[src/fbwp_regs.svh]
// register offsets, field positions, opcodes and reset values of the flash write-protection block
// assumes inclusion by bare name from the design files
`ifndef FBWP_REGS_SVH
`define FBWP_REGS_SVH

// apb byte offsets
`define FBWP_OFF_STATUS   8'h00
`define FBWP_OFF_CONFIG   8'h04
`define FBWP_OFF_ADDR     8'h08
`define FBWP_OFF_CMD      8'h0c
`define FBWP_OFF_RESULT   8'h10
`define FBWP_OFF_PINS     8'h14

// status byte layout
`define FBWP_SR_WIP       0
`define FBWP_SR_WEL       1
`define FBWP_SR_LVL_LO    2
`define FBWP_SR_LVL_MID   3
`define FBWP_SR_LVL_HI    4
`define FBWP_SR_LVL3      5
`define FBWP_SR_QE        6
`define FBWP_SR_SWD       7
`define FBWP_SR_RESET     8'h00

// config register bits
`define FBWP_CFG_TBS      0
`define FBWP_CFG_BIG_BLK  1
`define FBWP_CFG_RESET    2'h0

// command register fields
`define FBWP_CMD_OP_LSB   0
`define FBWP_CMD_DAT_LSB  8

// result register fields
`define FBWP_RES_ACCEPT   0
`define FBWP_RES_NO_WEL   1
`define FBWP_RES_PROT     2
`define FBWP_RES_CHIP_BP  3
`define FBWP_RES_SR_LOCK  5
`define FBWP_RES_BUSY     4
`define FBWP_RES_OP_LSB   6

// opcodes
`define FBWP_OPC_STATUS_WRITE_CMD     8'h01
`define FBWP_OPC_WRITE_LATCH_SET_CMD     8'h06
`define FBWP_OPC_WRDI     8'h04
`define FBWP_OPC_PP       8'h02
`define FBWP_OPC_PP4      8'h12
`define FBWP_OPC_PPQ      8'h32
`define FBWP_OPC_PPQ4     8'h34
`define FBWP_OPC_PPQIO    8'h38
`define FBWP_OPC_PPQIO4   8'h3e
`define FBWP_OPC_SE_A     8'h20
`define FBWP_OPC_SE_B     8'hd7
`define FBWP_OPC_SE4      8'h21
`define FBWP_OPC_BE32     8'h52
`define FBWP_OPC_BE32_4   8'h5c
`define FBWP_OPC_BE64     8'hd8
`define FBWP_OPC_BE64_4   8'hdc
`define FBWP_OPC_CE_A     8'hc7
`define FBWP_OPC_CE_B     8'h60
`define FBWP_OPC_RDP_VOL  8'hc0
`define FBWP_OPC_BANK_VOL 8'h17
`define FBWP_OPC_RDP_VOLW 8'h63
`define FBWP_OPC_BANKVOLW 8'hc5

// protection geometry
`define FBWP_SHIFT_64K    16
`define FBWP_SHIFT_256K   18
`define FBWP_LVL_ALL      4'hf
`define FBWP_LVL_POW_MAX  4'ha
`define FBWP_LVL_POW_256  4'h8
`define FBWP_CNT_L11      11'h300
`define FBWP_CNT_L12      11'h380
`define FBWP_CNT_L13      11'h3c0
`define FBWP_CNT_L14      11'h3e0

`endif

[src/fbwp_pkg.sv]
// types shared by the flash write-protection block
// assumes fbwp_regs.svh is on the include path
`default_nettype none
package fbwp_pkg;

  typedef enum logic [3:0] {
    FBWP_OP_NONE,
    FBWP_OP_WRITE_LATCH_SET_CMD,
    FBWP_OP_WRDI,
    FBWP_OP_STATUS_WRITE_CMD,
    FBWP_OP_PROG,
    FBWP_OP_ERASE,
    FBWP_OP_CHIP,
    FBWP_OP_VOL_FREE,
    FBWP_OP_VOL_WEL
  } fbwp_op_e;

  typedef struct packed {
    logic       status_write_disable;
    logic       quad_enable;
    logic [3:0] protect_level;
    logic       write_enable_latch;
    logic       busy;
  } fbwp_status_s;

  typedef struct packed {
    logic [7:0] opcode;
    logic       status_lock;
    logic       busy;
    logic       chip_bp;
    logic       prot;
    logic       no_wel;
    logic       accept;
  } fbwp_result_s;

  typedef struct packed {
    logic       start;
    fbwp_op_e   kind;
    logic [31:0] addr;
  } fbwp_array_req_s;

endpackage : fbwp_pkg
`default_nettype wire

[src/fbwp_prot_cmp.sv]
// block-protection comparator: is a target address inside the protected area
// assumes level, selector and address are registered by the caller
`default_nettype none
`include "fbwp_regs.svh"
module fbwp_prot_cmp #(
  parameter int ADDR_W = 32
) (
  input  wire logic [ADDR_W-1:0] addr,
  input  wire logic [3:0]        level,
  input  wire logic              top_bottom_select,
  input  wire logic              big_block,
  output logic                   in_protected
);

  logic [10:0] cnt;
  logic [10:0] total;
  logic [10:0] blk;

  // protected block count for the level
  always_comb begin
    cnt = 11'h000;
    if (big_block) begin
      if (level == 4'h0) begin
        cnt = 11'h000;
      end else if (level <= `FBWP_LVL_POW_256) begin
        cnt = 11'h001 << (level - 4'h1);
      end else begin
        cnt = 11'h100;
      end
    end else begin
      if (level == 4'h0) begin
        cnt = 11'h000;
      end else if (level <= `FBWP_LVL_POW_MAX) begin
        cnt = 11'h001 << (level - 4'h1);
      end else begin
        case (level)
          4'hb:    cnt = `FBWP_CNT_L11;
          4'hc:    cnt = `FBWP_CNT_L12;
          4'hd:    cnt = `FBWP_CNT_L13;
          4'he:    cnt = `FBWP_CNT_L14;
          default: cnt = 11'h400;
        endcase
      end
    end
  end

  always_comb begin
    if (big_block) begin
      total = 11'h100;
      blk   = {3'h0, addr[`FBWP_SHIFT_256K +: 8]};
    end else begin
      total = 11'h400;
      blk   = {1'h0, addr[`FBWP_SHIFT_64K +: 10]};
    end
  end

  // top area ends at the last block, bottom starts at block 0
  always_comb begin
    if (top_bottom_select) begin
      in_protected = (blk < cnt);
    end else begin
      in_protected = (cnt != 11'h000) && (blk >= (total - cnt));
    end
  end

endmodule : fbwp_prot_cmp
`default_nettype wire

[src/fbwp_top.sv]
// flash write-protection block: status byte, protect-level decode, command gating, apb slave
// assumes an apb master on sys_clk, asynchronous protect/hold pins, array engine on sys_clk
// Operation
// - volatile read-parameter set c0h and bank write 17h need no write-enable latch
// - program or erase into the protected area is refused, array left untouched
// - whole-chip erase is ignored unless all protect level bits are zero
// - with write-disable bit clear, status writes always work whatever the pin
// - write-disable set and protect pin low: status write ignored, bits read-only
// - write-disable set and protect pin high: status write updates normally
// - quad-enable 0: pins are protect and hold; 1: pins are data lines 2 and 3
// - 64KB blocks: level 0 protects none, levels 1-10 protect 2^(level-1) blocks
// - 64KB blocks: levels 11-14 protect 768, 896, 960, 992; level 15 all 1024
// - selector 0 puts protected blocks at the top, 1 at the bottom from block 0
// - 256KB blocks: levels 1-8 protect 2^(level-1) blocks, top or bottom
// - 256KB blocks: levels 9-15 protect all 256 blocks
// - protect, quad-enable and write-disable bits change only by status write 01h
// - status write, program and erase need the write-enable latch set by 06h
// - quad-enable is status bit 6, write-disable bit 7, both reset to zero
//
// Implementation choices: the APB interface to the registers and the address map.
`default_nettype none
`include "fbwp_regs.svh"
module fbwp_top #(
  parameter int ADDR_W = 32
) (
  input  wire logic              sys_clk,
  input  wire logic              rst,
  input  wire logic              clk_en,
  // apb slave
  input  wire logic              psel,
  input  wire logic              penable,
  input  wire logic              pwrite,
  input  wire logic [7:0]        paddr,
  input  wire logic [31:0]       pwdata,
  input  wire logic [3:0]        pstrb,
  output logic [31:0]            prdata,
  output logic                   pready,
  output logic                   pslverr,
  // shared pins, asynchronous
  input  wire logic              wp_pin_n,
  input  wire logic              hold_pin_n,
  // array engine
  input  wire logic              array_op_done,
  output logic                   array_op_start,
  output fbwp_pkg::fbwp_op_e     array_op_kind,
  output logic [ADDR_W-1:0]      array_op_addr,
  output logic                   vol_cmd_strobe,
  output logic [7:0]             vol_cmd_opcode,
  output logic                   quad_mode,
  output logic                   hold_active,
  output logic                   write_protect_active
);

  if (ADDR_W < 26 || ADDR_W > 32) begin : g_bad_addr_w
    $error("fbwp_top: ADDR_W must be 26..32");
  end

  typedef enum logic [1:0] {
    FBWP_ST_IDLE,
    FBWP_ST_EVAL,
    FBWP_ST_BUSY
  } fbwp_state_e;

  fbwp_state_e            state_r;
  fbwp_pkg::fbwp_status_s status_r;
  fbwp_pkg::fbwp_result_s result_r;
  logic [1:0]             config_r;
  logic [ADDR_W-1:0]      addr_r;
  logic [7:0]             cmd_op_r;
  logic [7:0]             cmd_dat_r;
  logic                   cmd_pend_r;
  logic [31:0]            prdata_r;
  logic                   pready_r;
  logic                   pslverr_r;
  logic                   start_r;
  fbwp_pkg::fbwp_op_e     kind_r;
  logic [ADDR_W-1:0]      op_addr_r;
  logic                   vol_r;
  logic [7:0]             vol_op_r;
  logic                   quad_r;
  logic                   hold_r;
  logic                   wp_act_r;
  logic [1:0]             pin_meta_r;
  logic [1:0]             pin_sync_r;
  logic                   in_protected;
  fbwp_pkg::fbwp_op_e     cls;
  logic                   wr_done;
  logic                   rd_phase;
  logic                   pin_locked;

  // opcode classification, shared by the gate decision and the status byte update
  function automatic fbwp_pkg::fbwp_op_e op_class(input logic [7:0] opc);
    case (opc)
      `FBWP_OPC_WRITE_LATCH_SET_CMD:     op_class = fbwp_pkg::FBWP_OP_WRITE_LATCH_SET_CMD;
      `FBWP_OPC_WRDI:     op_class = fbwp_pkg::FBWP_OP_WRDI;
      `FBWP_OPC_STATUS_WRITE_CMD:     op_class = fbwp_pkg::FBWP_OP_STATUS_WRITE_CMD;
      `FBWP_OPC_PP,
      `FBWP_OPC_PP4,
      `FBWP_OPC_PPQ,
      `FBWP_OPC_PPQ4,
      `FBWP_OPC_PPQIO,
      `FBWP_OPC_PPQIO4:   op_class = fbwp_pkg::FBWP_OP_PROG;
      `FBWP_OPC_SE_A,
      `FBWP_OPC_SE_B,
      `FBWP_OPC_SE4,
      `FBWP_OPC_BE32,
      `FBWP_OPC_BE32_4,
      `FBWP_OPC_BE64,
      `FBWP_OPC_BE64_4:   op_class = fbwp_pkg::FBWP_OP_ERASE;
      `FBWP_OPC_CE_A,
      `FBWP_OPC_CE_B:     op_class = fbwp_pkg::FBWP_OP_CHIP;
      `FBWP_OPC_RDP_VOL,
      `FBWP_OPC_BANK_VOL: op_class = fbwp_pkg::FBWP_OP_VOL_FREE;
      `FBWP_OPC_RDP_VOLW,
      `FBWP_OPC_BANKVOLW: op_class = fbwp_pkg::FBWP_OP_VOL_WEL;
      default:            op_class = fbwp_pkg::FBWP_OP_NONE;
    endcase
  endfunction : op_class

  // the latch gates everything that changes non-volatile state
  function automatic logic needs_wel(input fbwp_pkg::fbwp_op_e c);
    case (c)
      fbwp_pkg::FBWP_OP_STATUS_WRITE_CMD,
      fbwp_pkg::FBWP_OP_PROG,
      fbwp_pkg::FBWP_OP_ERASE,
      fbwp_pkg::FBWP_OP_CHIP,
      fbwp_pkg::FBWP_OP_VOL_WEL: needs_wel = 1'b1;
      default:                   needs_wel = 1'b0;
    endcase
  endfunction : needs_wel

  assign cls      = op_class(cmd_op_r);
  assign wr_done  = psel & penable & pready_r & pwrite;
  assign rd_phase = psel & penable & ~pready_r;

  // pins from outside: two flops each, bit 0 protect, bit 1 hold
  for (genvar g = 0; g < 2; g++) begin : g_pin_sync
    always_ff @(posedge sys_clk) begin
      if (rst) begin
        pin_meta_r[g] <= 1'b1;
        pin_sync_r[g] <= 1'b1;
      end else if (clk_en) begin
        pin_meta_r[g] <= (g == 0) ? wp_pin_n : hold_pin_n;
        pin_sync_r[g] <= pin_meta_r[g];
      end
    end
  end

  // in quad mode the protect pin is a data line and cannot lock anything
  assign pin_locked = status_r.status_write_disable & ~status_r.quad_enable & ~pin_sync_r[0];

  fbwp_prot_cmp #(
    .ADDR_W (ADDR_W)
  ) u_cmp (
    .addr              (addr_r),
    .level             (status_r.protect_level),
    .top_bottom_select (config_r[`FBWP_CFG_TBS]),
    .big_block         (config_r[`FBWP_CFG_BIG_BLK]),
    .in_protected      (in_protected)
  );

  // apb: one wait state so read data comes from a flop
  always_ff @(posedge sys_clk) begin
    if (rst) begin
      pready_r  <= 1'b0;
      pslverr_r <= 1'b0;
      prdata_r  <= 32'h0000_0000;
    end else if (clk_en) begin
      pready_r  <= rd_phase;
      pslverr_r <= 1'b0;
      if (rd_phase) begin
        prdata_r <= 32'h0000_0000;
        case (paddr)
          `FBWP_OFF_STATUS: prdata_r <= {24'h00_0000, status_r};
          `FBWP_OFF_CONFIG: prdata_r <= {30'h0000_0000, config_r};
          `FBWP_OFF_ADDR:   prdata_r <= 32'(addr_r);
          `FBWP_OFF_CMD:    prdata_r <= {16'h0000, cmd_dat_r, cmd_op_r};
          `FBWP_OFF_RESULT: prdata_r <= {18'h0_0000, result_r};
          `FBWP_OFF_PINS:   prdata_r <= {27'h000_0000, wp_act_r, hold_r, quad_r, pin_sync_r};
          default:          pslverr_r <= 1'b1;
        endcase
        if (pwrite) begin
          prdata_r <= 32'h0000_0000;
          // status and result are read-only to the bus; status changes only by command
          pslverr_r <= !(paddr == `FBWP_OFF_CONFIG || paddr == `FBWP_OFF_ADDR ||
                         paddr == `FBWP_OFF_CMD);
        end
      end
    end
  end

  // configuration: bottom selection is one-time, it never returns to top
  always_ff @(posedge sys_clk) begin
    if (rst) begin
      config_r <= `FBWP_CFG_RESET;
    end else if (clk_en && wr_done && paddr == `FBWP_OFF_CONFIG && pstrb[0]) begin
      config_r[`FBWP_CFG_TBS]     <= config_r[`FBWP_CFG_TBS] | pwdata[`FBWP_CFG_TBS];
      config_r[`FBWP_CFG_BIG_BLK] <= pwdata[`FBWP_CFG_BIG_BLK];
    end
  end

  always_ff @(posedge sys_clk) begin
    if (rst) begin
      addr_r <= '0;
    end else if (clk_en && wr_done && paddr == `FBWP_OFF_ADDR) begin
      for (int b = 0; b < 4; b++) begin
        if (pstrb[b] && b * 8 < ADDR_W) begin
          addr_r[b*8 +: 8] <= pwdata[b*8 +: 8];
        end
      end
    end
  end

  // command capture; a write to the command word launches it
  always_ff @(posedge sys_clk) begin
    if (rst) begin
      cmd_op_r   <= 8'h00;
      cmd_dat_r  <= 8'h00;
      cmd_pend_r <= 1'b0;
    end else if (clk_en) begin
      cmd_pend_r <= 1'b0;
      if (wr_done && paddr == `FBWP_OFF_CMD && pstrb[0]) begin
        cmd_op_r   <= pwdata[`FBWP_CMD_OP_LSB +: 8];
        cmd_dat_r  <= pstrb[1] ? pwdata[`FBWP_CMD_DAT_LSB +: 8] : cmd_dat_r;
        cmd_pend_r <= 1'b1;
      end
    end
  end

  // command sequencing
  always_ff @(posedge sys_clk) begin
    if (rst) begin
      state_r <= FBWP_ST_IDLE;
    end else if (clk_en) begin
      case (state_r)
        FBWP_ST_IDLE: begin
          if (cmd_pend_r) begin
            state_r <= FBWP_ST_EVAL;
          end
        end
        FBWP_ST_EVAL: begin
          state_r <= start_r ? FBWP_ST_BUSY : FBWP_ST_IDLE;
        end
        FBWP_ST_BUSY: begin
          if (array_op_done) begin
            state_r <= FBWP_ST_IDLE;
          end
        end
        default: state_r <= FBWP_ST_IDLE;
      endcase
    end
  end

  // gate decision, taken in idle with the registered command
  always_ff @(posedge sys_clk) begin
    if (rst) begin
      result_r  <= '0;
      start_r   <= 1'b0;
      kind_r    <= fbwp_pkg::FBWP_OP_NONE;
      op_addr_r <= '0;
      vol_r     <= 1'b0;
      vol_op_r  <= 8'h00;
    end else if (clk_en) begin
      start_r <= 1'b0;
      vol_r   <= 1'b0;
      if (cmd_pend_r) begin
        result_r        <= '0;
        result_r.opcode <= cmd_op_r;
        if (state_r != FBWP_ST_IDLE) begin
          result_r.busy <= 1'b1;
        end else if (needs_wel(cls) && !status_r.write_enable_latch) begin
          result_r.no_wel <= 1'b1;
        end else begin
          case (cls)
            fbwp_pkg::FBWP_OP_PROG,
            fbwp_pkg::FBWP_OP_ERASE: begin
              if (in_protected) begin
                result_r.prot <= 1'b1;
              end else begin
                result_r.accept <= 1'b1;
                start_r         <= 1'b1;
                kind_r          <= cls;
                op_addr_r       <= addr_r;
              end
            end
            fbwp_pkg::FBWP_OP_CHIP: begin
              if (status_r.protect_level != 4'h0) begin
                result_r.chip_bp <= 1'b1;
              end else begin
                result_r.accept <= 1'b1;
                start_r         <= 1'b1;
                kind_r          <= cls;
                op_addr_r       <= '0;
              end
            end
            fbwp_pkg::FBWP_OP_STATUS_WRITE_CMD: begin
              result_r.status_lock <= pin_locked;
              result_r.accept      <= !pin_locked;
            end
            fbwp_pkg::FBWP_OP_VOL_FREE,
            fbwp_pkg::FBWP_OP_VOL_WEL: begin
              result_r.accept <= 1'b1;
              vol_r           <= 1'b1;
              vol_op_r        <= cmd_op_r;
            end
            fbwp_pkg::FBWP_OP_WRITE_LATCH_SET_CMD,
            fbwp_pkg::FBWP_OP_WRDI: begin
              result_r.accept <= 1'b1;
            end
            default: begin
              result_r.accept <= 1'b0;
            end
          endcase
        end
      end
    end
  end

  // status byte; non-volatile bits modelled as resettable flops
  always_ff @(posedge sys_clk) begin
    if (rst) begin
      status_r <= `FBWP_SR_RESET;
    end else if (clk_en) begin
      status_r.busy <= (state_r == FBWP_ST_BUSY && !array_op_done) ||
                       (state_r == FBWP_ST_EVAL && start_r);
      if (state_r == FBWP_ST_BUSY && array_op_done) begin
        status_r.write_enable_latch <= 1'b0;
      end
      if (cmd_pend_r && state_r == FBWP_ST_IDLE) begin
        case (cls)
          fbwp_pkg::FBWP_OP_WRITE_LATCH_SET_CMD: status_r.write_enable_latch <= 1'b1;
          fbwp_pkg::FBWP_OP_WRDI: status_r.write_enable_latch <= 1'b0;
          fbwp_pkg::FBWP_OP_STATUS_WRITE_CMD: begin
            if (status_r.write_enable_latch && !pin_locked) begin
              status_r.status_write_disable <= cmd_dat_r[`FBWP_SR_SWD];
              status_r.quad_enable          <= cmd_dat_r[`FBWP_SR_QE];
              status_r.protect_level        <= {cmd_dat_r[`FBWP_SR_LVL3],
                                                cmd_dat_r[`FBWP_SR_LVL_HI],
                                                cmd_dat_r[`FBWP_SR_LVL_MID],
                                                cmd_dat_r[`FBWP_SR_LVL_LO]};
              status_r.write_enable_latch   <= 1'b0;
            end
          end
          fbwp_pkg::FBWP_OP_VOL_WEL: begin
            if (status_r.write_enable_latch) begin
              status_r.write_enable_latch <= 1'b0;
            end
          end
          default: status_r.write_enable_latch <= status_r.write_enable_latch;
        endcase
      end
    end
  end

  // pin function follows quad-enable
  always_ff @(posedge sys_clk) begin
    if (rst) begin
      quad_r   <= 1'b0;
      hold_r   <= 1'b0;
      wp_act_r <= 1'b0;
    end else if (clk_en) begin
      quad_r   <= status_r.quad_enable;
      hold_r   <= ~status_r.quad_enable & ~pin_sync_r[1];
      wp_act_r <= ~status_r.quad_enable & ~pin_sync_r[0];
    end
  end

  assign prdata               = prdata_r;
  assign pready               = pready_r;
  assign pslverr              = pslverr_r;
  assign array_op_start       = start_r;
  assign array_op_kind        = kind_r;
  assign array_op_addr        = op_addr_r;
  assign vol_cmd_strobe       = vol_r;
  assign vol_cmd_opcode       = vol_op_r;
  assign quad_mode            = quad_r;
  assign hold_active          = hold_r;
  assign write_protect_active = wp_act_r;

endmodule : fbwp_top
`default_nettype wire

[config.mk]
export PLATFORM = sky130hd
export DESIGN_NAME = fbwp_top
export DESIGN_NICKNAME = d
export VERILOG_FILES = /design/src/fbwp_pkg.sv /design/src/fbwp_prot_cmp.sv /design/src/fbwp_top.sv
export VERILOG_INCLUDE_DIRS = /design/src
export SDC_FILE = /design/constraint.sdc
export NUM_CORES = 1
export LEC_CHECK = 0
export ABC_CLOCK_PERIOD_IN_PS = 4500
export BUFFER_PORTS_ARGS = -buffer_cell sky130_fd_sc_hd__buf_4
export CAP_MARGIN = 25
export CORE_UTILIZATION = 50
export DETAILED_ROUTE_END_ITERATION = 10
export HOLD_SLACK_MARGIN = 0.06
export PLACE_DENSITY = 0.76
export SYNTH_ARGS = -nofsm -noshare
export SYNTH_HDL_FRONTEND = slang
export SYNTH_SLANG_ARGS = --single-unit
[constraint.sdc]
create_clock -name sys_clk -period 4.5 [get_ports sys_clk]
set_input_delay 0.45 -clock sys_clk [delete_from_list [all_inputs] [get_ports sys_clk]]
set_output_delay 0.45 -clock sys_clk [all_outputs]
set_load 0.05 [all_outputs]
Word-level counts from Yosys, hierarchy flattened:

Cells that the tools add are included.

* add/sub/neg operators: 2
* $lt $le $gt $ge: 4
* equality and inequality tests: 46
* shifts and indexed selects: 1
* mux-type cells: 59
* bitwise gates (word level): 15
* reductions and logical operators: 50

Operators with widths (count)
* 32-bit one-hot mux with 6 select lines: 1
* 32-bit 2-to-1 mux: 3
* 11-bit 2-to-1 mux: 6
* 32-bit one-hot mux with 2 select lines: 1
* 8-bit by 6-bit == test with 1-bit output (second input constant): 6
* 8-bit == test (second input constant): 6
* 11-bit one-hot mux with 4 select lines: 1
* 1-bit 2-to-1 mux: 33
* 8-bit by 5-bit == test with 1-bit output (second input constant): 4
* 8-bit by 7-bit == test with 1-bit output (second input constant): 4
* 4-bit one-hot mux with 8 select lines: 1
* 8-bit by 3-bit == test with 1-bit output (second input constant): 3
* 4-bit == test (second input constant): 5
* 4-bit by 3-bit == test with 1-bit output (second input constant): 4
* 8-bit by 4-bit == test with 1-bit output (second input constant): 2
* 2-bit AND reduction: 8
* 1-bit logical AND: 13
* 4-bit 2-to-1 mux: 3
* 6-bit OR reduction: 2
* 10-bit by 11-bit greater-or-equal comparator with 1-bit output: 1
* 10-bit by 11-bit < comparator with 1-bit output: 1
* 11-bit nonzero test: 1
* 1-bit by 4-bit << shifter with 11-bit output (first input constant): 1
* 11-bit subtractor: 1
* 34 further kinds: 66

* register bits: 162
* output and inout bits: 83
* word-level logic and storage cells: 213

Logic depth before layout (Yosys ltp):

Gate-level depths: netlist of the first run.

* depth in word-level cells: 14
* gate-level depth with buffers: 20

By module:

Synthesis of the first run repeated with hierarchy kept, for this count alone.

* cells, all modules: 909
* area total of the unflattened synthesis: 7895.1 µm²

Modules (own cells, without submodules)
* fbwp_top: instances 1, cells an instance 775, area an instance 6956.7 µm²
* fbwp_prot_cmp: instances 1, cells an instance 134, area an instance 938.4 µm²

Least setup slack after synthesis of the first run:

No wires, ideal clock.

* path kind: reg-to-reg
* from: register status_r[5] (netlist bit)
* to: register op_addr_r[13], in the netlist array_op_addr[13]
* library setup time: 0.132 ns
* arrival time: 3.547 ns
* data required time: 4.368 ns
* path slack: 0.821 ns
* cell stages (with the launch flop): 20
* period minus slack after synthesis: 3.679 ns
* cells stage by stage: dfxtp_1 clkbuf_1 clkbuf_1 nor3_1 inv_1 ha_1 clkbuf_1 o21ai_0 o21ai_0 a222oi_1 o21ai_0 ha_1 o21ai_0 a32oi_1 a21oi_1 or4_1 buf_2 clkbuf_1 nand4b_1 a21oi_1

* word-level cells in the longest chain between the ends: 11
* elaborated cells on any way between the ends: 25
* classes of those cells: add/sub: 2; order compare: 4; eq/ne: 6; shift: 1; mux: 7; reduce/logical: 5

Ends and longest elaborated chain
* start, declared: RTL line fbwp_top.sv:65 `fbwp_pkg::fbwp_status_s status_r;`
* start signal, assigned: RTL line fbwp_top.sv:322 `` status_r <= `FBWP_SR_RESET; ``
* 4-bit by 1-bit subtractor with 4-bit output or 4-bit == test (tied branches): RTL line fbwp_prot_cmp.sv:26, fbwp_prot_cmp.sv:34, fbwp_prot_cmp.sv:36
* 1-bit by 4-bit << shifter with 11-bit output or 11-bit one-hot mux with 4 select lines (tied branches): RTL line fbwp_prot_cmp.sv:26, fbwp_prot_cmp.sv:34, fbwp_prot_cmp.sv:36
* 11-bit 2-to-1 mux, on equally long branches: RTL line fbwp_prot_cmp.sv:33, fbwp_prot_cmp.sv:25
* 11-bit 2-to-1 mux, on equally long branches: RTL line fbwp_prot_cmp.sv:31, fbwp_prot_cmp.sv:23
* 11-bit 2-to-1 mux: RTL line fbwp_prot_cmp.sv:22 `if (big_block) begin`
* 11-bit subtractor: RTL line fbwp_prot_cmp.sv:62 `in_protected = (cnt != 11'h000) && (blk >= (total - cnt));`
* 10-bit by 11-bit greater-or-equal comparator with 1-bit output: RTL line fbwp_prot_cmp.sv:62
* 1-bit logical AND: RTL line fbwp_prot_cmp.sv:62
* 1-bit 2-to-1 mux: RTL line fbwp_prot_cmp.sv:59 `if (top_bottom_select) begin`
* 2-bit != test (no source line)
* 7-bit AND reduction (no source line) *
* end signal, assigned: RTL line fbwp_top.sv:283 `op_addr_r <= addr_r;`
* end, declared: RTL line fbwp_top.sv:77 `logic [ADDR_W-1:0] op_addr_r;`

Mark *: on every way between the ends. The rest lies on a longest branch, timed or not.
A chain may end at the register's enable or synchronous reset.

Worst setup path after layout of the first run:

* from: register status_r[3] (netlist bit)
* to: register kind_r[0], in the netlist array_op_kind[0]

* word-level cells in the longest chain between the ends: 11
* elaborated cells on any way between the ends: 25
* classes of those cells: add/sub: 2; order compare: 4; eq/ne: 6; shift: 1; mux: 7; reduce/logical: 5

Ends and longest elaborated chain
* 4-bit by 1-bit subtractor with 4-bit output or 4-bit == test (tied branches): RTL line fbwp_prot_cmp.sv:26, fbwp_prot_cmp.sv:34, fbwp_prot_cmp.sv:36
* 1-bit by 4-bit << shifter with 11-bit output or 11-bit one-hot mux with 4 select lines (tied branches): RTL line fbwp_prot_cmp.sv:26, fbwp_prot_cmp.sv:34, fbwp_prot_cmp.sv:36
* 11-bit 2-to-1 mux, on equally long branches: RTL line fbwp_prot_cmp.sv:33, fbwp_prot_cmp.sv:25
* 11-bit 2-to-1 mux, on equally long branches: RTL line fbwp_prot_cmp.sv:31, fbwp_prot_cmp.sv:23
* 11-bit 2-to-1 mux: RTL line fbwp_prot_cmp.sv:22
* 11-bit subtractor: RTL line fbwp_prot_cmp.sv:62
* 10-bit by 11-bit greater-or-equal comparator with 1-bit output: RTL line fbwp_prot_cmp.sv:62
* 1-bit logical AND: RTL line fbwp_prot_cmp.sv:62
* 1-bit 2-to-1 mux: RTL line fbwp_prot_cmp.sv:59
* 2-bit != test (no source line)
* 7-bit AND reduction (no source line) *
* end signal, assigned: RTL line fbwp_top.sv:259 `kind_r <= fbwp_pkg::FBWP_OP_NONE;`
* end signal, assigned: RTL line fbwp_top.sv:282 `kind_r <= cls;`
* end signal, assigned: RTL line fbwp_top.sv:292 `kind_r <= cls;`
* end, declared: RTL line fbwp_top.sv:76 `fbwp_pkg::fbwp_op_e kind_r;`

Marks and branches as above.

==> impl_metrics.env, run 1 <==
export IMPL_leakagePower_nw=3.66
export IMPL_place_inst=1254
export IMPL_reg2regPathDepth=14
export IMPL_drv_slew=0
export IMPL_h_tree_depth=4
export IMPL_ys_ff_latch=162
export IMPL_crit_family="compound AO/OA/AOI/OAI gates"
export IMPL_rows=46
export IMPL_drt_total_wl_um=23600
export IMPL_antenna_found_initial=0
export IMPL_dr_pass1_iters=6
export IMPL_worstPathArrival_ns=4.43
export IMPL_regToRegSetupSlack_ns=0.45
export IMPL_root_buffer="clkbuf_16"
export IMPL_fin_worst_skew_ns=0.00831
export IMPL_synthToLayoutAreaGrowth_pct=20.2
export IMPL_syn_inst=975
export IMPL_hp_class="in -> reg"
export IMPL_start_util=0.514
export IMPL_cp_max_fo=16
export IMPL_clock_latency_ns=0.44
export IMPL_synth_edf_count=0
export IMPL_drtIter0Drc=1035
export IMPL_worstHoldStart="wp_pin_n"
export IMPL_cts_reportedPaths_clkPinSlew_ns=0.07
export IMPL_cellPowerDensity_mw_per_mm2=307
export IMPL_cp_end_kind="flip-flop"
export IMPL_hold_viol_final=0
export IMPL_fin_crit_sh=0.901
export IMPL_slowest_stage="or4_1"
export IMPL_place_area_sq_mm=0.00921
export IMPL_cts_made_buffers=17
export IMPL_antenna_left=0
export IMPL_grt_overflow_total=0
export IMPL_pre_cts_ws_ns=0.499
export IMPL_mostFrequentLayoutCells="dfxtp_1, buf_4, a21oi_1"
export IMPL_fmax_ghz=0.247
export IMPL_core_sq_mm=0.0159
export IMPL_fin_setup_tns_ns=0
export IMPL_grt_pass1_vias=7024
export IMPL_run_status="completed"
export IMPL_wire_per_inst_um=18.3
export IMPL_die_h_um=130
export IMPL_final_common_cell="dfxtp_1"
export IMPL_io_buffers=135
export IMPL_netlist_area_sq_mm=0.00816
export IMPL_die_area_sq_mm=0.0168
export IMPL_vias=7748
export IMPL_holdPathStages=2
export IMPL_numClockSinks=162
export IMPL_syn_nets=1048
export IMPL_r2r_start="status_r[3]"
export IMPL_dpl_hpwl_um=16300
export IMPL_post_cts_setup_buffers=0
export IMPL_die_w_um=130
export IMPL_finalWorstSetupSlack_ns=0.446
export IMPL_grt_first_pass_wirelength_um=37100
export IMPL_synthArstFlopShare=0
export IMPL_worst_pin_slew_ns=1.01
export IMPL_ys_seq_area_frac=0.397
export IMPL_startpoint_type="flip-flop"
export IMPL_cts_tree="yes"
export IMPL_crit_chain="nor2b_1, nand2_1, ha_1, o21ai_0, o21ai_0, a222oi_1, o21ai_0, ha_1, o21ai_0, a32oi_1, a21oi_1, or4_1, a21oi_2, mux2i_1"
export IMPL_finalInstanceArea_sq_mm=0.00981
export IMPL_ctsResizeCount=0
export IMPL_vias_per_cell=6.02
export IMPL_path_buf_inv=0
export IMPL_grt_start_max_net_pins=90
export IMPL_layout_nets=1131
export IMPL_hold_path_end="pin_meta_r[0]"
export IMPL_postLayoutCoreUtil=0.618
export IMPL_n_antenna_cell=0
export IMPL_maxCapViolations=0
export IMPL_clockBufferDepth=2
export IMPL_crit_start="status_r[3]"
export IMPL_path_common_cell="o21ai_0"
export IMPL_drive_above_1_share=0.195
export IMPL_vdd_drop_max_mv=0.287
export IMPL_ys_flop_type="dfxtp_1"
export IMPL_cts_hold_fix_buffers=0
export IMPL_path_class="reg -> reg"
export IMPL_remaining_drc_errors=0
export IMPL_avgSynthCellArea_sq_um=8.37
export IMPL_synth_warnings=0
export IMPL_relSlewSlack=0.322
export IMPL_min_period_ns=4.05
export IMPL_setup_viol=0
export IMPL_synth_distinct_cells=77
export IMPL_gp_congestion=0.902
export IMPL_final_instance_count_excl_fill=1287
export IMPL_worst_r2r_endpoint="array_op_kind[0]"
export IMPL_cpPeakStageDelay_ns=0.72
export IMPL_rsz0062_at_grt="false"
export IMPL_crit_required_ns=4.87
export IMPL_ios=136
export IMPL_grt_usage=0.286
synth_stat cells (9+ instances only):
cell        n  area share
nor2b_1    45       0.034
a22oi_1    33       0.030
nor2_1     87       0.040
clkbuf_1   60       0.028
inv_1      12      0.0055
dfxtp_1   162        0.40
a21oi_1   110       0.067
o21ai_0    46       0.028
o31ai_1     9      0.0083
nand3_1    42       0.026
mux2i_1    26       0.032
mux2_2     10       0.014
nand4b_1   33       0.035
buf_2      19       0.012
nor3_1     10      0.0061
nand2_1    88       0.040
ha_1       20       0.031
final cells by class:
cell class | instances | area (sq um)
tap | 216 | 270
clock buffer | 21 | 470
multi-input combinational | 711 | 4490
timing repair buffer | 153 | 1160
inverter | 13 | 48.8
clock inverter | 11 | 129
fill | 1430 | 6070
sequential | 162 | 3240
how the worst max path moves through the flow:
| stage | to | slack [ns] | cells after the start |
|---|---|---|---|
| 2_1_floorplan | array_op_addr[13] | 0.82 | 19 |
| 3_3_place_gp | array_op_kind[0] | 0.61 | 14 |
| 3_5_place_dp | array_op_kind[0] | 0.50 | 14 |
| 4_1_cts | array_op_kind[0] | 0.46 | 14 |
| 5_1_grt | array_op_kind[0] | 0.01 | 14 |
| 6_report | array_op_kind[0] | 0.45 | 14 |
metal layers:
metal	wire length, um	GRT usage	share of wire	vias to the layer above
met5	0	0	0	-
met4	472	0.112	0.020	0
met3	1670	0.0504	0.071	40
met2	10800	0.435	0.46	302
met1	10600	0.402	0.45	3694
li1	-	-	-	3712
metrics by stage:
step	hold WS [ns]	total power, mW
final	0.218	3.02
after global routing	0.208	3.10
after CTS	0.206	3.03
after detailed placement	0.448	1.58
after global placement	0.440	1.58
after floorplan	0.427	1.53
report_power, final:
group          total, mW  switching (mW)  internal [mW]
Sequential          1.44         0.00303           1.44
Clock               1.46           0.601          0.862
Combinational      0.111          0.0667         0.0444
cells by family after synthesis:
kind of cell	count (synthesis)	synth area share
XOR/XNOR	4	0.00429
multiplexers	36	0.0457
buffers and inverters	102	0.0544
AO/OA/AOI/OAI	274	0.212
AND/OR/NAND/NOR	377	0.255
adder cells (fa/ha/maj)	20	0.0307
flip-flops	162	0.397
flip-flops by register name (all words and copies together) (netlist names), 2 cells and up:
signal / count
cmd_dat_r: 8
array_op_kind: 4
state_r: 2
pin_meta_r: 2
cmd_op_r: 8
addr_r: 32
result_r: 14
array_op_addr: 32
config_r: 2
pin_sync_r: 2
prdata: 32
status_r: 8
vol_cmd_opcode: 8
No activity file was read; power rests on OpenSTA's default activity.
==> inputs of run 2 (changes only) <==
--- a/config.mk
+++ b/config.mk
@@ -12,7 +12,7 @@
 export CORE_UTILIZATION = 50
 export DETAILED_ROUTE_END_ITERATION = 10
 export HOLD_SLACK_MARGIN = 0.06
-export PLACE_DENSITY = 0.76
+export PLACE_DENSITY_LB_ADDON = 0.25
 export SYNTH_ARGS = -nofsm -noshare
 export SYNTH_HDL_FRONTEND = slang
 export SYNTH_SLANG_ARGS = --single-unit
==> impl_metrics.env, run 2 (synthesized netlist as in run 1, its figures left out) <==
export IMPL_run_status="completed"
export IMPL_relSlewSlack=0.287
export IMPL_post_cts_setup_buffers=0
export IMPL_grt_first_pass_wirelength_um=37400
export IMPL_setup_viol=0
export IMPL_drt_total_wl_um=24100
export IMPL_drv_slew=0
export IMPL_regToRegSetupSlack_ns=0.46
export IMPL_cts_hold_fix_buffers=0
export IMPL_drive_above_1_share=0.193
export IMPL_place_inst=1252
export IMPL_hp_class="in -> reg"
export IMPL_die_w_um=130
export IMPL_die_area_sq_mm=0.0168
export IMPL_ios=136
export IMPL_h_tree_depth=4
export IMPL_r2r_start="status_r[2]"
export IMPL_maxCapViolations=0
export IMPL_cellPowerDensity_mw_per_mm2=319
export IMPL_vias=7862
export IMPL_numClockSinks=162
export IMPL_die_h_um=130
export IMPL_final_common_cell="dfxtp_1"
export IMPL_holdPathStages=2
export IMPL_hold_viol_final=0
export IMPL_dpl_hpwl_um=16700
export IMPL_cts_made_buffers=17
export IMPL_io_buffers=135
export IMPL_fin_crit_sh=0.899
export IMPL_cp_max_fo=21
export IMPL_reg2regPathDepth=16
export IMPL_worstHoldStart="hold_pin_n"
export IMPL_crit_required_ns=4.78
export IMPL_vias_per_cell=6.12
export IMPL_clockBufferDepth=2
export IMPL_leakagePower_nw=3.68
export IMPL_grt_pass1_vias=6934
export IMPL_mostFrequentLayoutCells="dfxtp_1, buf_4, a21oi_1"
export IMPL_wire_per_inst_um=18.8
export IMPL_hold_path_end="pin_meta_r[1]"
export IMPL_final_instance_count_excl_fill=1284
export IMPL_cts_reportedPaths_clkPinSlew_ns=0.06
export IMPL_remaining_drc_errors=0
export IMPL_min_period_ns=4.04
export IMPL_antenna_found_initial=0
export IMPL_cts_tree="yes"
export IMPL_fin_setup_tns_ns=0
export IMPL_dr_pass1_iters=7
export IMPL_power_mw=3.14
export IMPL_grt_overflow_total=0
export IMPL_synthToLayoutAreaGrowth_pct=20.4
export IMPL_fin_worst_skew_ns=0.00833
export IMPL_layout_nets=1128
export IMPL_n_fill_cell=1428
export IMPL_vdd_drop_max_mv=0.284
export IMPL_antenna_left=0
export IMPL_ctsResizeCount=0
export IMPL_cp_end_kind="flip-flop"
export IMPL_n_antenna_cell=0
export IMPL_worstPathArrival_ns=4.33
export IMPL_drtIter0Drc=965
export IMPL_gp_congestion=0.915
export IMPL_rsz0062_at_grt="false"
export IMPL_fmax_ghz=0.247
export IMPL_grt_start_max_net_pins=74
export IMPL_startpoint_type="flip-flop"
export IMPL_worst_r2r_endpoint="array_op_addr[17]"
export IMPL_core_sq_mm=0.0159
export IMPL_grt_usage=0.287
export IMPL_start_util=0.514
export IMPL_rows=46
export IMPL_worst_pin_slew_ns=1.07
export IMPL_root_buffer="clkbuf_16"
export IMPL_clock_latency_ns=0.43
export IMPL_path_class="reg -> reg"
[run 2: report_power, final]
part | leakage (nW) | switching, mW | internal, mW
registers | 1.31 | 0.00312 | 1.44
logic | 2.06 | 0.0679 | 0.0438
clock network | 0.315 | 0.600 | 0.987
total | 3.68 | 0.671 | 2.47
[run 2: final cells by class]
type | instances | area, sq um | area share
clock inverter | 13 | 209 | 0.0213
sequential | 162 | 3240 | 0.330
multi-input combinational | 711 | 4500 | 0.458
clock buffer | 19 | 433 | 0.0441
tap | 216 | 270 | 0.0275
inverter | 13 | 48.8 | 0.00497
timing repair buffer | 150 | 1130 | 0.115
[run 2: worst max-delay path, cell delays in order (launching register included)]
cell	delay (ns)
dfxtp_1	0.60
nand2b_1	0.17
nor3_1	0.25
inv_1	0.08
ha_1	0.36
o21ai_0	0.20
o21ai_0	0.09
a222oi_1	0.23
o21ai_0	0.17
ha_1	0.31
o21ai_0	0.07
a32oi_1	0.16
a21oi_1	0.14
or4_1	0.60
buf_4	0.24
nand4b_1	0.12
a21oi_1	0.09
[run 2: metrics by stage]
step                hold WS [ns]  cell area, sq um  setup WS, ns  utilization
finish                     0.231              9830         0.456        0.619
global route               0.229              9830         0.132        0.619
CTS                        0.221              9830         0.504        0.619
detailed placement         0.444              9190         0.532        0.578
global placement           0.444              9190         0.557        0.578
floorplan                  0.427              8160         0.821            -
[run 2: worst max-delay path by stage]
stage	start	endpoint	slack (ns)	cells after the start
3_3_place_gp	status_r[3]	array_op_addr[28]	0.56	15
2_1_floorplan	status_r[5]	array_op_addr[13]	0.82	19
4_1_cts	status_r[2]	array_op_kind[0]	0.50	15
6_report	status_r[2]	array_op_addr[17]	0.46	16
5_1_grt	status_r[2]	array_op_addr[24]	0.13	16
3_5_place_dp	status_r[2]	array_op_kind[0]	0.53	15
[run 2: layer usage]
metal,GRT usage,routed length [um],vias up
li1,-,-,3708
met1,0.420,11000,3789
met2,0.419,10700,331
met3,0.0660,2070,34
met4,0.0848,418,0
met5,0,0,-
==> inputs of run 3 (changes only) <==
--- a/config.mk
+++ b/config.mk
@@ -12,6 +12,7 @@
 export CORE_UTILIZATION = 50
 export DETAILED_ROUTE_END_ITERATION = 10
 export HOLD_SLACK_MARGIN = 0.06
+export MAX_ROUTING_LAYER = met4
 export PLACE_DENSITY_LB_ADDON = 0.25
 export SYNTH_ARGS = -nofsm -noshare
 export SYNTH_HDL_FRONTEND = slang
==> impl_metrics.env, run 3 (synthesized netlist as in run 1, its figures left out) <==
export IMPL_die_area_sq_mm=0.0168
export IMPL_io_buffers=135
export IMPL_antenna_left=0
export IMPL_die_h_um=130
export IMPL_drtIter0Drc=1004
export IMPL_clockBufferDepth=2
export IMPL_ctsResizeCount=0
export IMPL_vias=7800
export IMPL_numClockSinks=162
export IMPL_dr_pass1_iters=5
export IMPL_hold_viol_final=0
export IMPL_crit_family="compound AO/OA/AOI/OAI gates"
export IMPL_maxCapViolations=0
export IMPL_setup_viol=0
export IMPL_gp_congestion=0.973
export IMPL_grt_overflow_total=0
export IMPL_worstPathArrival_ns=4.27
export IMPL_path_buf_inv=2
export IMPL_routedLengthMet1_um=11200
export IMPL_fin_setup_tns_ns=0
export IMPL_crit_chain="nand2b_1, nor3_1, inv_1, ha_1, o32ai_1, a222oi_1, o21ai_0, ha_1, o21ai_0, a32oi_1, a21oi_1, or4_1, buf_4, nand4b_1, a21oi_1"
export IMPL_cp_end_kind="flip-flop"
export IMPL_layout_nets=1130
export IMPL_min_period_ns=3.98
export IMPL_routed_top_layer="met4"
export IMPL_startpoint_type="flip-flop"
export IMPL_n_antenna_cell=0
export IMPL_cts_hold_fix_buffers=0
export IMPL_cellPowerDensity_mw_per_mm2=301
export IMPL_drv_slew=0
export IMPL_hp_class="in -> reg"
export IMPL_path_class="reg -> reg"
export IMPL_grt_usage=0.296
export IMPL_root_buffer="clkbuf_16"
export IMPL_final_common_cell="dfxtp_1"
export IMPL_die_w_um=130
export IMPL_rsz0062_at_grt="false"
export IMPL_wl_met3_um=2090
export IMPL_cpPeakStageDelay_ns=0.60
export IMPL_drt_total_wl_um=24100
export IMPL_slowest_stage="or4_1"
export IMPL_ios=136
export IMPL_clock_latency_ns=0.43
export IMPL_wire_per_inst_um=18.8
export IMPL_drive_above_1_share=0.193
export IMPL_fin_worst_skew_ns=0.00770
export IMPL_leakagePower_nw=3.64
export IMPL_dpl_hpwl_um=16900
export IMPL_grt_start_max_net_pins=63
export IMPL_remaining_drc_errors=0
export IMPL_fin_crit_sh=0.885
export IMPL_post_cts_setup_buffers=0
export IMPL_run_status="completed"
export IMPL_relSlewSlack=0.287
export IMPL_hold_ws_ns=0.233
export IMPL_cp_max_fo=23
export IMPL_grt_first_pass_wirelength_um=37300
export IMPL_rows=46
export IMPL_wl_met2_um=10600
export IMPL_vdd_drop_max_mv=0.249
export IMPL_h_tree_depth=4
export IMPL_start_util=0.514
export IMPL_synthToLayoutAreaGrowth_pct=19.6
export IMPL_grt_pass1_vias=6883
export IMPL_fmax_ghz=0.251
export IMPL_core_sq_mm=0.0159
export IMPL_mostFrequentLayoutCells="dfxtp_1, buf_4, a21oi_1"
export IMPL_cts_reportedPaths_clkPinSlew_ns=0.06
export IMPL_vias_per_cell=6.07
export IMPL_antenna_found_initial=0
export IMPL_worst_pin_slew_ns=1.07
export IMPL_cts_made_buffers=17
export IMPL_cts_tree="yes"
export IMPL_postLayoutCoreUtil=0.614
export IMPL_crit_required_ns=4.79
## run 3: cell types whose count changed in the layout (fill, tap and decap cells not counted), sizes merged
cell	delta
bufinv	-4
clkinv	-4
buf	+2
inv	-1
clkinvlp	+4
clkbuf	+5
## run 3: area by class of cell
type / instances / area [sq um]
well taps: 216 / 270
multi-input cells: 711 / 4500
fillers: 1475 / 6120
clock buffers: 24 / 482
repair buffers: 152 / 1140
inverters: 13 / 48.8
flip-flops and latches: 162 / 3240
clock inverters: 8 / 78.8
## run 3: path summary, 6_finish.rpt
check | start | endpoint | slack (ns) | cells after the start
max reg2reg | status_r[3] | array_op_addr[9] | 0.52 | 15
max | status_r[3] | array_op_addr[9] | 0.52 | 15
min | wp_pin_n | pin_meta_r[0] | 0.23 | 2
min reg2reg | pin_meta_r[0] | pin_sync_r[0] | 0.45 | 1
## run 3: power by group
| group | internal [mW] | total, mW | switching [mW] |
|---|---|---|---|
| registers | 1.44 | 1.44 | 0.00321 |
| clock network | 0.804 | 1.38 | 0.580 |
| logic | 0.0438 | 0.111 | 0.0674 |
| total | 2.29 | 2.94 | 0.650 |
## run 3: per-layer routing
metal / vias to the layer above / global-route usage
li1: 3700 / -
met1: 3738 / 0.431
met2: 339 / 0.415
met3: 23 / 0.0652
met4: 0 / 0.0663
met5: - / -
## run 3: metrics by stage
stage	setup slack [ns]	cells	power [mW]	area, sq um
2_1_floorplan	0.821	975	1.53	8160
3_3_place_gp	0.660	1254	1.58	9200
3_5_place_dp	0.584	1254	1.58	9200
4_1_cts	0.553	1286	2.95	9760
5_1_grt	0.133	1286	3.01	9760
6_report	0.516	1286	2.94	9760
